[config.mk]
export PLATFORM = sky130hd
export DESIGN_NAME = adcsq_top
export DESIGN_NICKNAME = d
export VERILOG_FILES = /design/src/logic/adcsq_pkg.sv /design/src/logic/adcsq_tick_if.sv /design/src/logic/adcsq_tick_gen.sv /design/src/logic/adcsq_top.sv
export VERILOG_INCLUDE_DIRS = /design/src /design/src/logic
export SDC_FILE = /design/constraint.sdc
export NUM_CORES = 1
export LEC_CHECK = 0
export ABC_AREA = 1
export BUFFER_PORTS_ARGS = -buffer_cell sky130_fd_sc_hd__clkbuf_2
export CAP_MARGIN = 10
export CORE_AREA = 2 2 77 49
export CTS_CLUSTER_DIAMETER = 40
export DETAILED_ROUTE_END_ITERATION = 8
export DIE_AREA = 0 0 79 51
export PLACE_DENSITY = 0.79
export SYNTH_ARGS = -nofsm -noshare
export SYNTH_HDL_FRONTEND = slang
export SYNTH_HIERARCHICAL = 1
export SYNTH_SLANG_ARGS = --single-unit
[constraint.sdc]
create_clock -name i_ref_clk -period 4.2 [get_ports i_ref_clk]
set_input_delay 0.84 -clock i_ref_clk [delete_from_list [all_inputs] [get_ports i_ref_clk]]
set_output_delay 0.84 -clock i_ref_clk [all_outputs]
set_load 0.005 [all_outputs]
[src/logic/adcsq_map.svh]
// Register field positions and timing counts of the conversion sequencer
`ifndef ADCSQ_MAP_SVH
`define ADCSQ_MAP_SVH
`define ADCSQ_PWR_HI_BIT 7
`define ADCSQ_PWR_LO_BIT 6
`define ADCSQ_ACQ_BIT 5
`define ADCSQ_FSCALE_BIT 4
`define ADCSQ_POLARITY_BIT 3
`define ADCSQ_CHAN_MSB 2
`define ADCSQ_CHAN_LSB 0
`define ADCSQ_ACQ_CYCLES 4'h6
`define ADCSQ_CONV_CYCLES 4'hC
`define ADCSQ_CNT_ONE 4'h1
`define ADCSQ_CNT_ZERO 4'h0
`define ADCSQ_LAST_CHAN 3'h5
`define ADCSQ_RESULT_ZERO 12'h000
`define ADCSQ_CTRL_RESET 8'h00
`endif

[src/logic/adcsq_pkg.sv]
// Types shared by the conversion sequencer files
package adcsq_pkg;
    typedef enum logic [1:0] {ADCSQ_PWR_EXT, ADCSQ_PWR_INT, ADCSQ_PWR_STBY, ADCSQ_PWR_DEEP}
        adcsq_pwr_t;
    typedef enum logic [1:0] {ADCSQ_IDLE, ADCSQ_ACQ_TIMED, ADCSQ_ACQ_OPEN, ADCSQ_CONV}
        adcsq_state_t;
endpackage

[src/logic/adcsq_tick_if.sv]
// Carrier of the conversion clock tick between sequencer modules
`timescale 1ns/10ps
interface adcsq_tick_if;
    logic sel_int;
    logic tick;
    modport src (input sel_int, output tick);
    modport dst (output sel_int, input tick);
endinterface

[src/logic/adcsq_tick_gen.sv]
// Edge detector that turns the selected conversion clock into ticks
`timescale 1ns/10ps
module adcsq_tick_gen (
    input wire logic i_ref_clk,        // System clock
    input wire logic i_rst,            // Synchronous reset
    input wire logic i_ext_clk,        // External conversion clock
    input wire logic i_osc_clk,        // Internal oscillator
    adcsq_tick_if.src tk               // Tick carrier
);
    logic ext_q;
    logic osc_q;
    logic ext_rise;
    logic osc_rise;

    // Both sources sampled every cycle so switching never sees a stale edge
    always_ff @(posedge i_ref_clk)
    begin
        if (i_rst)
        begin
            ext_q <= 1'b0;
            osc_q <= 1'b0;
        end
        else
        begin
            ext_q <= i_ext_clk;
            osc_q <= i_osc_clk;
        end
    end

    // Rising edges of each source; only the chosen one counts
    assign ext_rise = i_ext_clk & ~ext_q;
    assign osc_rise = i_osc_clk & ~osc_q;
    assign tk.tick = tk.sel_int ? osc_rise : ext_rise;
endmodule

[src/logic/adcsq_top.sv]
// Conversion sequencer: control byte capture, acquisition, conversion, result bus
`timescale 1ns/10ps
`include "adcsq_map.svh"
module adcsq_top
    import adcsq_pkg::*;
(
    input wire logic i_ref_clk,          // 20 MHz system clock
    input wire logic i_rst,              // Synchronous reset, active high
    input wire logic i_cs_n,             // Chip select, active low
    input wire logic i_wr_n,             // Write strobe, active low
    input wire logic i_rd_n,             // Read strobe, active low
    input wire logic [11:0] i_data,      // Data bus input side
    output logic [11:0] o_data,          // Data bus output side
    output logic o_data_oe,              // Data bus drive enable
    input wire logic i_ext_clk,          // External conversion clock
    input wire logic i_osc_clk,          // Internal oscillator clock
    input wire logic [11:0] i_sar_code,  // Raw code from the analog core
    output logic o_done_n,               // Conversion complete, active low
    output logic o_track,                // Track/hold in tracking
    output logic o_sar_run,              // Successive approximation active
    output logic o_sar_step,             // One conversion clock tick
    output logic [5:0] o_chan_onehot,    // Input multiplexer select
    output logic o_bipolar,              // Polarity select
    output logic o_full_scale,           // Full-scale magnitude select
    output logic o_clk_int,              // Internal oscillator chosen
    output logic o_standby_shutdown,     // Standby power-down active
    output logic o_deep_shutdown         // Full power-down active
);
    adcsq_state_t state_q;
    adcsq_state_t state_d;
    logic [7:0] ctrl_q;
    logic clk_int_q;
    adcsq_pwr_t pend_pwr_q;
    adcsq_pwr_t pwr_q;
    logic [3:0] cnt_q;
    logic [3:0] cnt_d;
    logic [11:0] result_q;
    logic done_n_q;
    logic wr_q;
    logic rd_q;
    logic sleep_q;

    // Decoded strobes; select high masks both
    logic wr_act;
    logic rd_act;
    logic wr_rise;
    logic wr_fall;
    logic rd_fall;
    assign wr_act = ~i_cs_n & ~i_wr_n;
    assign rd_act = ~i_cs_n & ~i_rd_n;
    assign wr_rise = wr_q & ~wr_act;
    assign wr_fall = wr_act & ~wr_q;
    assign rd_fall = rd_act & ~rd_q;

    // Control byte fields straight from the bus at the latching edge
    logic [7:0] new_byte;
    logic new_acq_ext;
    adcsq_pwr_t new_pwr;
    assign new_byte = i_data[7:0];
    assign new_acq_ext = new_byte[`ADCSQ_ACQ_BIT];
    assign new_pwr = adcsq_pwr_t'({new_byte[`ADCSQ_PWR_HI_BIT], new_byte[`ADCSQ_PWR_LO_BIT]});

    // Conversion clock ticks from the chosen source
    adcsq_tick_if tk ();
    assign tk.sel_int = clk_int_q;
    adcsq_tick_gen u_tick (
        .i_ref_clk (i_ref_clk),
        .i_rst (i_rst),
        .i_ext_clk (i_ext_clk),
        .i_osc_clk (i_osc_clk),
        .tk (tk)
    );
    logic tick;
    assign tick = tk.tick;

    // Conversion completes on the twelfth tick
    logic conv_done;
    logic acq_done;
    assign conv_done = (state_q == ADCSQ_CONV) && tick && (cnt_q == `ADCSQ_CNT_ONE);
    assign acq_done = (state_q == ADCSQ_ACQ_TIMED) && tick && (cnt_q == `ADCSQ_CNT_ONE);

    // Sequencer; a latched write always wins over an ongoing phase
    always_comb
    begin
        state_d = state_q;
        cnt_d = cnt_q;
        if (wr_rise)
        begin
            if (new_acq_ext)
            begin
                state_d = ADCSQ_ACQ_OPEN;
                cnt_d = `ADCSQ_CNT_ZERO;
            end
            else if (state_q == ADCSQ_ACQ_OPEN)
            begin
                state_d = ADCSQ_CONV;
                cnt_d = `ADCSQ_CONV_CYCLES;
            end
            else
            begin
                state_d = ADCSQ_ACQ_TIMED;
                cnt_d = `ADCSQ_ACQ_CYCLES;
            end
        end
        else
        begin
            unique case (state_q)
                ADCSQ_IDLE, ADCSQ_ACQ_OPEN:
                begin
                end
                ADCSQ_ACQ_TIMED:
                begin
                    if (acq_done)
                    begin
                        state_d = ADCSQ_CONV;
                        cnt_d = `ADCSQ_CONV_CYCLES;
                    end
                    else if (tick)
                        cnt_d = cnt_q - `ADCSQ_CNT_ONE;
                end
                ADCSQ_CONV:
                begin
                    if (conv_done)
                    begin
                        state_d = ADCSQ_IDLE;
                        cnt_d = `ADCSQ_CNT_ZERO;
                    end
                    else if (tick)
                        cnt_d = cnt_q - `ADCSQ_CNT_ONE;
                end
            endcase
        end
    end

    always_ff @(posedge i_ref_clk)
    begin
        if (i_rst)
        begin
            state_q <= ADCSQ_IDLE;
            cnt_q <= `ADCSQ_CNT_ZERO;
            wr_q <= 1'b0;
            rd_q <= 1'b0;
        end
        else
        begin
            state_q <= state_d;
            cnt_q <= cnt_d;
            wr_q <= wr_act;
            rd_q <= rd_act;
        end
    end

    // Control byte and clock source; power-down codes leave the source alone
    always_ff @(posedge i_ref_clk)
    begin
        if (i_rst)
        begin
            ctrl_q <= `ADCSQ_CTRL_RESET;
            clk_int_q <= 1'b0;
            pend_pwr_q <= ADCSQ_PWR_EXT;
        end
        else if (wr_rise)
        begin
            ctrl_q <= new_byte;
            pend_pwr_q <= new_pwr;
            if (new_pwr == ADCSQ_PWR_EXT)
                clk_int_q <= 1'b0;
            else if (new_pwr == ADCSQ_PWR_INT)
                clk_int_q <= 1'b1;
        end
    end

    // Shutdown enters only once no conversion runs; a write falling edge wakes
    logic busy;
    logic pd_req;
    assign busy = (state_q != ADCSQ_IDLE) || (state_d != ADCSQ_IDLE);
    assign pd_req = (pend_pwr_q == ADCSQ_PWR_STBY) || (pend_pwr_q == ADCSQ_PWR_DEEP);
    always_ff @(posedge i_ref_clk)
    begin
        if (i_rst)
        begin
            sleep_q <= 1'b0;
            pwr_q <= ADCSQ_PWR_EXT;
        end
        else if (wr_fall)
            sleep_q <= 1'b0;
        else if (pd_req && !busy && !wr_act)
        begin
            sleep_q <= 1'b1;
            pwr_q <= pend_pwr_q;
        end
    end

    // Result capture and done flag; completion beats a same-cycle read
    always_ff @(posedge i_ref_clk)
    begin
        if (i_rst)
        begin
            result_q <= `ADCSQ_RESULT_ZERO;
            done_n_q <= 1'b1;
        end
        else if (conv_done)
        begin
            result_q <= i_sar_code;
            done_n_q <= 1'b0;
        end
        else if (rd_fall || wr_fall)
            done_n_q <= 1'b1;
    end

    // Result drive; core already codes by polarity, MSB on line 11
    assign o_data = result_q;
    assign o_data_oe = rd_act;
    assign o_done_n = done_n_q;

    // Analog front-end controls from the latched byte, the sequencer state and the power state
    logic [2:0] chan;
    assign chan = ctrl_q[`ADCSQ_CHAN_MSB:`ADCSQ_CHAN_LSB];
    genvar gi;
    generate
        for (gi = 0; gi < 6; gi++)
        begin : g_mux
            assign o_chan_onehot[gi] = (chan == 3'(gi)) && (chan <= `ADCSQ_LAST_CHAN);
        end
    endgenerate
    assign o_bipolar = ctrl_q[`ADCSQ_POLARITY_BIT];
    assign o_full_scale = ctrl_q[`ADCSQ_FSCALE_BIT];
    assign o_track = (state_q == ADCSQ_ACQ_TIMED) || (state_q == ADCSQ_ACQ_OPEN);
    assign o_sar_run = (state_q == ADCSQ_CONV);
    assign o_sar_step = o_sar_run && tick;
    assign o_clk_int = clk_int_q;
    assign o_standby_shutdown = sleep_q && (pwr_q == ADCSQ_PWR_STBY);
    assign o_deep_shutdown = sleep_q && (pwr_q == ADCSQ_PWR_DEEP);
endmodule

; Yosys cells after proc, flatten, opt, wreduce, memory -nomap -nowiden
; Cells that the tools add are included.
[totals]
register_bits = 34
out_inout_bits = 28
elab_cells = 93
[classes]
n_addsub = 1
magnitude_cmp = 1
n_eq_ne = 14
n_mux = 18
bitwise_logic = 16
reduce_logical = 30
[ops]
columns = operator, count
row1 = $mux 4, 6
row2 = $logic_and 1x1->1, 14
row3 = $eq 2x2->1 const B, 6
row4 = $mux 2, 5
row5 = $not 1->1, 9
row6 = $pmux 4 s2, 1
row7 = $reduce_bool 2->1, 4
row8 = $and 1x1->1, 7
row9 = $eq 3x2->1 const B, 2
row10 = $eq 3x3->1 const B, 2
row11 = $mux 1, 5
row12 = $eq 2x1->1 const B, 2
row13 = $eq 4x1->1 const B, 1
row14 = $logic_or 1x1->1, 4
row15 = $pmux 2 s2, 1
row16 = $reduce_and 2->1, 2
row17 = $sub 4x1->4 const B, 1
row18 = $eq 3x1->1 const B, 1
row19 = $le 3x3->1 const B, 1
row20 = $logic_not 3->1, 1
row21 = $reduce_bool 3->1, 1
row22 = $logic_not 1->1, 2
row23 = $logic_not 2->1, 1
row24 = $reduce_or 2->1, 1

; Depth between registers and ports, before layout
; Gate-level depths: netlist (run 1).
[depth]
word_depth = 14
mapped_depth = 15
ltp_nobuf = 14

; Hierarchy
; Netlist (run 1), hierarchy kept.
[by_module_without_submodules]
columns = mod, n_inst, cells_per_inst, area_per_inst_um2
row1 = adcsq_top, 1, 203, 1521.5
row2 = adcsq_tick_gen, 1, 12, 80.1

; Least setup slack after synthesis (run 1)
; Ideal clock, no wire load.
[synth_timing]
kind = input -> output
from = input i_osc_clk
to = output o_sar_step
arrival_time_ns = 1.224
required_ns = 3.360
slack_ns = 2.136
path_stages = 5
path_buffers = 1
path_cell_list = nand3_1 nand2_1 buf_6 nand2_1 inv_2
[synth_between]
elab_chain_cells = 3
[synth_lines]
columns = element, line_no
row1 = from (decl), adcsq_top.sv:16  ; input wire logic i_osc_clk,
row2 = $and 1x1->1, adcsq_tick_gen.sv:32  ; assign osc_rise = i_osc_clk & ~osc_q;
row3 = $mux 1, adcsq_tick_gen.sv:33  ; assign tk.tick = tk.sel_int ? osc_rise : ext_rise;
row4 = net tick, adcsq_top.sv:73  ; logic tick;
row5 = $logic_and 1x1->1, adcsq_top.sv:230  ; assign o_sar_step = o_sar_run && tick;
row6 = to (decl), adcsq_top.sv:21  ; output logic o_sar_step,
; The timed path passes the listed nets, and every way through them passes these cells.

; Final worst setup path (run 1)
; Same ends and word-level chain as after synthesis.

==> flow_summary.ini, run 1 <==
[run_status]
outcome = finished, final reports clean

[power_and_ir_drop]
leakagePower_nw = 0.910
power_density_nw_per_um2 = 351
ir_drop_v = 0.000185

[clock_tree]
cts.sinks = 34
cts_resized = 0
htree_levels = 2
post-cts-setup-buffer-count = 0
cts-root-buf = clkbuf_8
clkLatencyLatePin_ns = 0.29
clk_pin_slew_ns = 0.06
numCtsBuffers = 5
cts_buffer_depth = 2
cts_tree = built
hold_buffers = 0

[floorplan]
die-area_um2 = 4030
die_w_um = 79
initial_core_util = 0.465
die_y_um = 51
io_pins = 59
coreArea_um2 = 3450
num_rows = 17

[synth]
netlist_area_um2 = 1600
synthSimpleGateAreaFrac = 0.280
synth_nets = 252
synthAdderAreaFrac = 0.0469
synth_top_family_by_area = simple AND/OR/NAND/NOR gates
synth-seq-cells = 34
avgSynthCellArea_um2 = 7.45
ys_seq_area_frac = 0.425
yosys.area.top_type = dfxtp_1
synthMuxAreaShare = 0
synth.distinct_cells = 27
synthXorXnorAreaFrac = 0.0109
synth_top_area_frac = 0.425
ys_warn_count = 6
synth.area.top_cells = dfxtp_1 (43%), nand2_1 (11%), a21oi_1 (6.6%), inv_1 (5.9%), ha_1 (4.7%)
netlist_instances = 215
synth-compound-area-share = 0.149

[flow_run]
drv_cap = 0

[detailed_routing]
drc = 0
drt-initial-drc-count = 75
vias_per_cell = 4.69
vias = 1487
detail_route.wl_per_cell_um = 10.9
wl_um = 3450
antenna_left = 0
firstDrtPassIters = 4

[final_layout]
area_growth_pct = 23.7
fin_cells = 317
diodes = 0
fin_nets = 306
utilization = 0.575
drive_gt1_frac = 0.285

[worst_hold_path]
min_path_cells = 2
worstHoldPathType = reg2reg

[global_route]
grt_pass1_wl_um = 5530
grt_max_degree = 23
grt-ovfl-total = 0
antenna_found_initial = 0
grt_usage = 0.182
grt_pass1_vias = 1256

[placement]
post-dp-hpwl_um = 2550
post-place-cells = 309
io_buffers = 54
pre_cts_slack_ns = 1.78
gp_congestion = 0.836

[critical_path]
path_cells = clkbuf_2 > nand3_1 > nand2_1 > nand2_1 > inv_2 > clkbuf_2
endpoint_kind = output port
path_class = in2out
cpPeakStageDelay_ns = 0.22
start_kind = input pin
crit_fanout = 8
critPathRequiredTime_ns = 3.36
arrival_ns = 1.52
rr_worst_depth = 8
slowest_stage = nand2_1

[timing]
max-slew-margin-rel = 0.692
fmax_mhz = 424
fin_crit_ns = 2.36
final_hold_viol_count = 0
rsz0062_at_grt = false
slew_violations = 0
finClkSkew_ns = 0.00580
tightest_slew_ns = 0.462
period_share = 0.562
final-setup-viol-count = 0
fin_ws_ns = 1.84
setup-tns-final_ns = 0
-- cells in the final DEF, fill, tap and decap left out --
| cell | netlist | final |
|---|---|---|
| clkbuf_1 | 3 | 1 |
| nand3_4 | 1 | 1 |
| clkbuf_2 | 0 | 54 |
| nand3_2 | 1 | 1 |
| nand2_2 | 4 | 4 |
| nand2_1 | 49 | 49 |
| o31ai_1 | 1 | 1 |
| nand4_1 | 3 | 3 |
| o21ai_0 | 15 | 15 |
| nor2_1 | 18 | 18 |
| nand3_1 | 6 | 6 |
| clkbuf_8 | 0 | 6 |
| inv_1 | 25 | 25 |
| clkinv_2 | 0 | 1 |
| dfxtp_1 | 34 | 34 |
| a21oi_1 | 21 | 21 |
| nor2_2 | 3 | 3 |
| nor2_4 | 1 | 1 |
| nor2_8 | 1 | 1 |
| o21ai_1 | 1 | 1 |
| a21oi_4 | 1 | 1 |
| xor2_1 | 2 | 2 |
| inv_2 | 2 | 2 |
| nor3_1 | 9 | 9 |
| ha_1 | 6 | 6 |
| a21oi_2 | 2 | 2 |
| a31oi_1 | 2 | 2 |
-- registers in the layout, indices dropped and copies added, names as in the netlist --
register	cells
o_data	12
ctrl_q	5
cnt_q	4
pend_pwr_q	2
pwr_q	2
state_q	2
o_clk_int	1
o_done_n	1
rd_q	1
sleep_q	1
u_tick/ext_q	1
u_tick/osc_q	1
wr_q	1
-- power breakdown --
group          leakage (nW)  internal, mW  switching [mW]
logic                 0.586        0.0397          0.0600
clock network        0.0482         0.132           0.117
registers             0.277         0.335          0.0111
total                 0.910         0.507           0.188
-- cells by family (layout without fill, tap and decap cells) --
| logic type | Yosys count | in the layout |
|---|---|---|
| DFF | 34 | 34 |
| and+or+nand+nor | 96 | 96 |
| buffers and inverters | 34 | 89 |
| AOI/OAI and AO/OA | 43 | 43 |
| adders and majority gates | 6 | 6 |
| xor gates and xnor gates | 2 | 2 |
-- cell usage after synthesis --
| cell | number |
|---|---|
| o21ai_0 | 15 |
| nand3_2 | 1 |
| nor2_2 | 3 |
| xor2_1 | 2 |
| nand3_1 | 6 |
| a21oi_1 | 21 |
| a21oi_2 | 2 |
| ha_1 | 6 |
| nor3_1 | 9 |
| nand2_2 | 4 |
| nand2_1 | 49 |
| buf_4 | 1 |
| dfxtp_1 | 34 |
| inv_2 | 2 |
| nor2_4 | 1 |
| nand4_1 | 3 |
| nor2_1 | 18 |
| nor2_8 | 1 |
| buf_2 | 2 |
| a31oi_1 | 2 |
| buf_6 | 1 |
| a21oi_4 | 1 |
| nand3_4 | 1 |
| inv_1 | 25 |
| clkbuf_1 | 3 |
| o21ai_1 | 1 |
| o31ai_1 | 1 |
-- area by class of cell --
class	count	area, µm²
Fill cell	331	1460
Multi-Input combinational cell	147	779
Sequential cell	34	681
Timing Repair Buffer	54	270
Inverter	27	101
Clock buffer	7	86.3
Tap cell	47	58.8
Clock inverter	1	5.00
-- critical path, delay by kind of cell --
family | cells | cell delay [ns]
buffers and inverters | 3 | 0.29
AND/OR/NAND/NOR | 3 | 0.39
-- stage by stage --
stage	power [mW]	instance area, µm²	hold WS [ns]
2_1_floorplan	0.420	1600	0.440
3_3_place_gp	0.451	1890	0.449
3_5_place_dp	0.452	1890	0.454
4_1_cts	0.704	1980	0.464
5_1_grt	0.734	1980	0.481
6_report	0.695	1980	0.466
-- worst paths after layout --
path                                   end       start  slack (ns)
worst min-delay path             o_data[4]   o_data[4]        0.47
worst max-delay path            o_sar_step   i_osc_clk        1.84
worst max register to register    cnt_q[3]  state_q[0]        2.27
worst min register to register   o_data[4]   o_data[4]        0.47
-- metal layers --
metal,part of all wire,GRT usage
met1,0.51,0.256
met2,0.41,0.251
met3,0.070,0.0565
met4,0.016,0.0862
met5,0,0
No activity file was read; power rests on OpenSTA's default activity.
==> run 2: changes to the inputs <==
--- a/config.mk
+++ b/config.mk
@@ -9,11 +9,11 @@
 export ABC_AREA = 1
 export BUFFER_PORTS_ARGS = -buffer_cell sky130_fd_sc_hd__clkbuf_2
 export CAP_MARGIN = 10
-export CORE_AREA = 2 2 77 49
+export CORE_AREA = 2 2 78 50
 export CTS_CLUSTER_DIAMETER = 40
 export DETAILED_ROUTE_END_ITERATION = 8
-export DIE_AREA = 0 0 79 51
-export PLACE_DENSITY = 0.79
+export DIE_AREA = 0 0 80 52
+export PLACE_DENSITY = 0.76
 export SYNTH_ARGS = -nofsm -noshare
 export SYNTH_HDL_FRONTEND = slang
 export SYNTH_HIERARCHICAL = 1
==> constraint.sdc (replaced) <==
create_clock -name i_ref_clk -period 2.35 [get_ports i_ref_clk]
set_input_delay 0.47 -clock i_ref_clk [delete_from_list [all_inputs] [get_ports i_ref_clk]]
set_output_delay 0.47 -clock i_ref_clk [all_outputs]
set_load 0.005 [all_outputs]
==> run 2 against run 1 <==
  * Final area up 0.76%
  * Cell count up 0.63%
  * Clock skew down 0.0034 ns
  * Setup slack worse by 1.3 ns
==> flow_summary.ini, run 2 (same netlist as run 1, synthesis figures left out) <==
[run_status]
outcome = finished, final reports clean

[floorplan]
die-area_um2 = 4160
initial_core_util = 0.459
die_w_um = 80
coreArea_um2 = 3490
io_pins = 59
num_rows = 17
die_y_um = 52

[critical_path]
path_class = reg2out
crit_fanout = 8
critPathRequiredTime_ns = 1.88
arrival_ns = 1.35
endpoint_kind = output port
start_kind = register

[final_layout]
final_area_um2 = 2000
layout_common_cells = clkbuf_2 (54), nand2_1 (49), dfxtp_1 (34)
fin_nets = 308
utilization = 0.572
final_common_cell = clkbuf_2
fillers = 347
largest_reg_flops = 12
fin_cells = 319
diodes = 0
area_growth_pct = 24.7
drive_gt1_frac = 0.290

[timing]
fmax_mhz = 549
tightest_slew_ns = 0.370
final-setup-viol-count = 0
rsz0062_at_grt = false
slew_violations = 0
setup-tns-final_ns = 0
final_hold_viol_count = 0
finClkSkew_ns = 0.00238
fin_ws_ns = 0.528
whs_ns = 0.388
fin_crit_ns = 1.82
period_share = 0.775
max-slew-margin-rel = 0.753

[worst_hold_path]
worstHoldPathType = in2reg

[power_and_ir_drop]
ir_drop_v = 0.000411
power_density_nw_per_um2 = 620
total_power_mw = 1.24
leakagePower_nw = 0.921

[global_route]
grt_usage = 0.183
grt-ovfl-total = 0
antenna_found_initial = 0
grt_pass1_vias = 1322
grt_max_degree = 22
grt_pass1_wl_um = 5780

[clock_tree]
htree_levels = 2
numCtsBuffers = 5
post-cts-setup-buffer-count = 0
cts.sinks = 34
cts_resized = 0
cts_buffer_depth = 2
clk_pin_slew_ns = 0.07
clkLatencyLatePin_ns = 0.28
hold_buffers = 0
cts-root-buf = clkbuf_8
cts_tree = built

[detailed_routing]
detail_route.wl_per_cell_um = 10.9
vias_per_cell = 4.67
wl_um = 3480
firstDrtPassIters = 4
drt-initial-drc-count = 101
antenna_left = 0
drc = 0
vias = 1490

[flow_run]
drv_cap = 0

[placement]
io_buffers = 54
gp_congestion = 0.825
post-place-cells = 311
place_area_um2 = 1910
post-dp-hpwl_um = 2620
pre_cts_slack_ns = 0.435
[run 2: worst paths after layout]
check,end,start,cells after the start,slack (ns)
max,o_sar_step,o_clk_int,5,0.53
min,rd_q,i_rd_n,2,0.39
max reg2reg,pwr_q[0],o_clk_int,11,0.56
min reg2reg,pend_pwr_q[0],pend_pwr_q[0],2,0.46
[run 2: cell type report]
type	instances	area (µm²)	share of cell area
inverter	27	101	0.0508
sequential	34	681	0.341
timing repair buffer	56	285	0.143
tap	47	58.8	0.0294
multi-input combinational	147	779	0.390
clock inverter	1	5.00	0.00251
clock buffer	7	86.3	0.0432
[run 2: routing by layer]
layer,share of wire,GRT usage
met5,0,0
met4,0.010,0.0763
met3,0.057,0.0538
met2,0.43,0.272
met1,0.51,0.249
[run 2: worst max-delay path, cell delays in order (launching register included)]
cell	delay, ns
dfxtp_1	0.43
nand3_1	0.10
nand2_1	0.23
nand2_1	0.10
inv_2	0.08
clkbuf_2	0.11
[run 2: where the power goes]
group | switching [mW] | leakage, nW | total, mW | internal [mW]
combinational | 0.108 | 0.596 | 0.181 | 0.0723
sequential | 0.0194 | 0.277 | 0.619 | 0.599
clock | 0.204 | 0.0482 | 0.440 | 0.236
total | 0.331 | 0.921 | 1.24 | 0.908
==> run 3: changes to the inputs <==
--- a/config.mk
+++ b/config.mk
@@ -9,11 +9,11 @@
 export ABC_AREA = 1
 export BUFFER_PORTS_ARGS = -buffer_cell sky130_fd_sc_hd__clkbuf_2
 export CAP_MARGIN = 10
-export CORE_AREA = 2 2 78 50
+export CORE_AREA = 2 2 81 52
 export CTS_CLUSTER_DIAMETER = 40
 export DETAILED_ROUTE_END_ITERATION = 8
-export DIE_AREA = 0 0 80 52
-export PLACE_DENSITY = 0.76
+export DIE_AREA = 0 0 83 54
+export PLACE_DENSITY = 0.74
 export SYNTH_ARGS = -nofsm -noshare
 export SYNTH_HDL_FRONTEND = slang
 export SYNTH_HIERARCHICAL = 1
==> constraint.sdc (replaced) <==
create_clock -name i_ref_clk -period 1.6 [get_ports i_ref_clk]
set_input_delay 0.32 -clock i_ref_clk [delete_from_list [all_inputs] [get_ports i_ref_clk]]
set_output_delay 0.32 -clock i_ref_clk [all_outputs]
set_load 0.005 [all_outputs]
==> run 3 against run 2 <==
  * Cell count grew 2.5%
  * Register-to-register slack worse by 0.42 ns
  * Setup slack got worse by 0.45 ns
  * Largest cell class unchanged
  * Sequential power rose by 47%
  * Clock power is 53% higher
  * Critical endpoint is now o_track
  * Clock skew rose by 0.0052 ns
  * Global-route usage decreased by 2.2 points
  * Combinational power increased by 52%
  * Total power increased by 50%
  * Wire length barely moved
  * Flip-flop and latch count did not move
  * Via count increased by 2.0%
==> flow_summary.ini, run 3 (same netlist as run 1, synthesis figures left out) <==
[power_and_ir_drop]
ir_drop_v = 0.000518
total_power_mw = 1.86
power_density_nw_per_um2 = 901
leakagePower_nw = 0.945

[global_route]
grt_pass1_wl_um = 5500
grt-ovfl-total = 0
grt_usage = 0.161
antenna_found_initial = 0
grt_max_degree = 22
grt_pass1_vias = 1238

[critical_path]
cp.buffers_inverters = 2
arrival_ns = 1.21
slowest_stage = dfxtp_1
crit_fanout = 4
endpoint_kind = output port
cpPeakStageDelay_ns = 0.40
path_delay_family = flip-flops
critPathRequiredTime_ns = 1.28
path_class = reg2out
start_kind = register
path_cells = inv_1 > ha_1 > clkbuf_2

[timing]
whs_ns = 0.220
fmax_mhz = 655
final_hold_viol_count = 0
tightest_slew_ns = 0.384
max-slew-margin-rel = 0.744
fin_crit_ns = 1.53
slew_violations = 0
period_share = 0.954
finClkSkew_ns = 0.00759
final-setup-viol-count = 0

[final_layout]
fin_nets = 313
largest_reg_flops = 12
diodes = 0
final_common_cell = clkbuf_2
layout_common_cells = clkbuf_2 (54), nand2_1 (49), dfxtp_1 (32)
area_growth_pct = 28.8
drive_gt1_frac = 0.321

[detailed_routing]
met2_length_um = 1360
top_layer = met4
drc = 0
antenna_left = 0
vias = 1520
detail_route.wl_per_cell_um = 10.6
drt-initial-drc-count = 52
vias_per_cell = 4.65
wl_um = 3480
drt-met1-wl_um = 1860
firstDrtPassIters = 4
wl_met3_um = 192

[run_status]
outcome = finished, final reports clean

[clock_tree]
clkLatencyLatePin_ns = 0.29
cts.sinks = 34
numCtsBuffers = 5
cts_buffer_depth = 2
clk_pin_slew_ns = 0.07
cts_tree = built
post-cts-setup-buffer-count = 0
cts-root-buf = clkbuf_8
htree_levels = 2

[placement]
post-dp-hpwl_um = 2570
io_buffers = 54
gp_congestion = 0.806

[flow_run]
drv_cap = 0

[floorplan]
num_rows = 18
initial_core_util = 0.416
die_y_um = 54
die_w_um = 83
coreArea_um2 = 3850
io_pins = 59
die-area_um2 = 4480

[worst_hold_path]
worstHoldPathType = in2reg
run 3: cell count changes in the layout (fill, tap and decap cells not counted):
cell	change
clkbuf_1	-1
clkinvlp_4	+1
ha_1	-1
buf_4	+5
ha_4	+1
dfxtp_2	+2
nor3_2	+1
dfxtp_1	-2
nor3_1	-1
run 3: layout make-up:
type | count | area, µm²
clock buffers | 6 | 82.6
clock inverters | 2 | 12.5
fillers | 387 | 1790
inverters | 27 | 101
multi-input cells | 147 | 797
flip-flops and latches | 34 | 683
well taps | 50 | 62.6
repair buffers | 61 | 323
run 3: path summary, 6_finish.rpt:
| path | slack [ns] | to | start | depth (start not counted) |
|---|---|---|---|---|
| setup / recovery | 0.07 | o_track | state_q[1] | 3 |
| hold / removal | 0.22 | rd_q | i_rd_n | 2 |
| setup reg to reg | 0.14 | pwr_q[0] | state_q[1] | 10 |
| hold reg to reg | 0.46 | pend_pwr_q[0] | pend_pwr_q[0] | 2 |
run 3: timing repair:
item / 4_1_cts / 5_1_grt
endpoints found under the setup margin: 0 / 19
gates resized for setup: 0 / 5
hold buffers: 0 / 0
run 3: per-layer routing:
layer	track usage	vias up
met5	0	-
met4	0.0820	0
met2	0.227	38
met3	0.0460	7
li1	-	811
met1	0.224	664
run 3: report_power, final:
part           switching [mW]  leakage (nW)  internal (mW)  total [mW]
Combinational           0.162         0.621          0.113       0.276
Clock                   0.326        0.0472          0.346       0.671
Sequential             0.0308         0.277          0.881       0.912
run 3: stage by stage:
stage	TNS (ns)	utilization	setup slack, ns	std cells	cell area (µm²)
2_1_floorplan	0	-	0.124	215	1600
3_3_place_gp	0	0.506	0.123	319	1950
3_5_place_dp	0	0.506	0.108	319	1950
4_1_cts	0	0.530	0.0621	327	2040
5_1_grt	-0.0597	0.535	-0.0383	327	2060
6_report	0	0.535	0.0734	327	2060
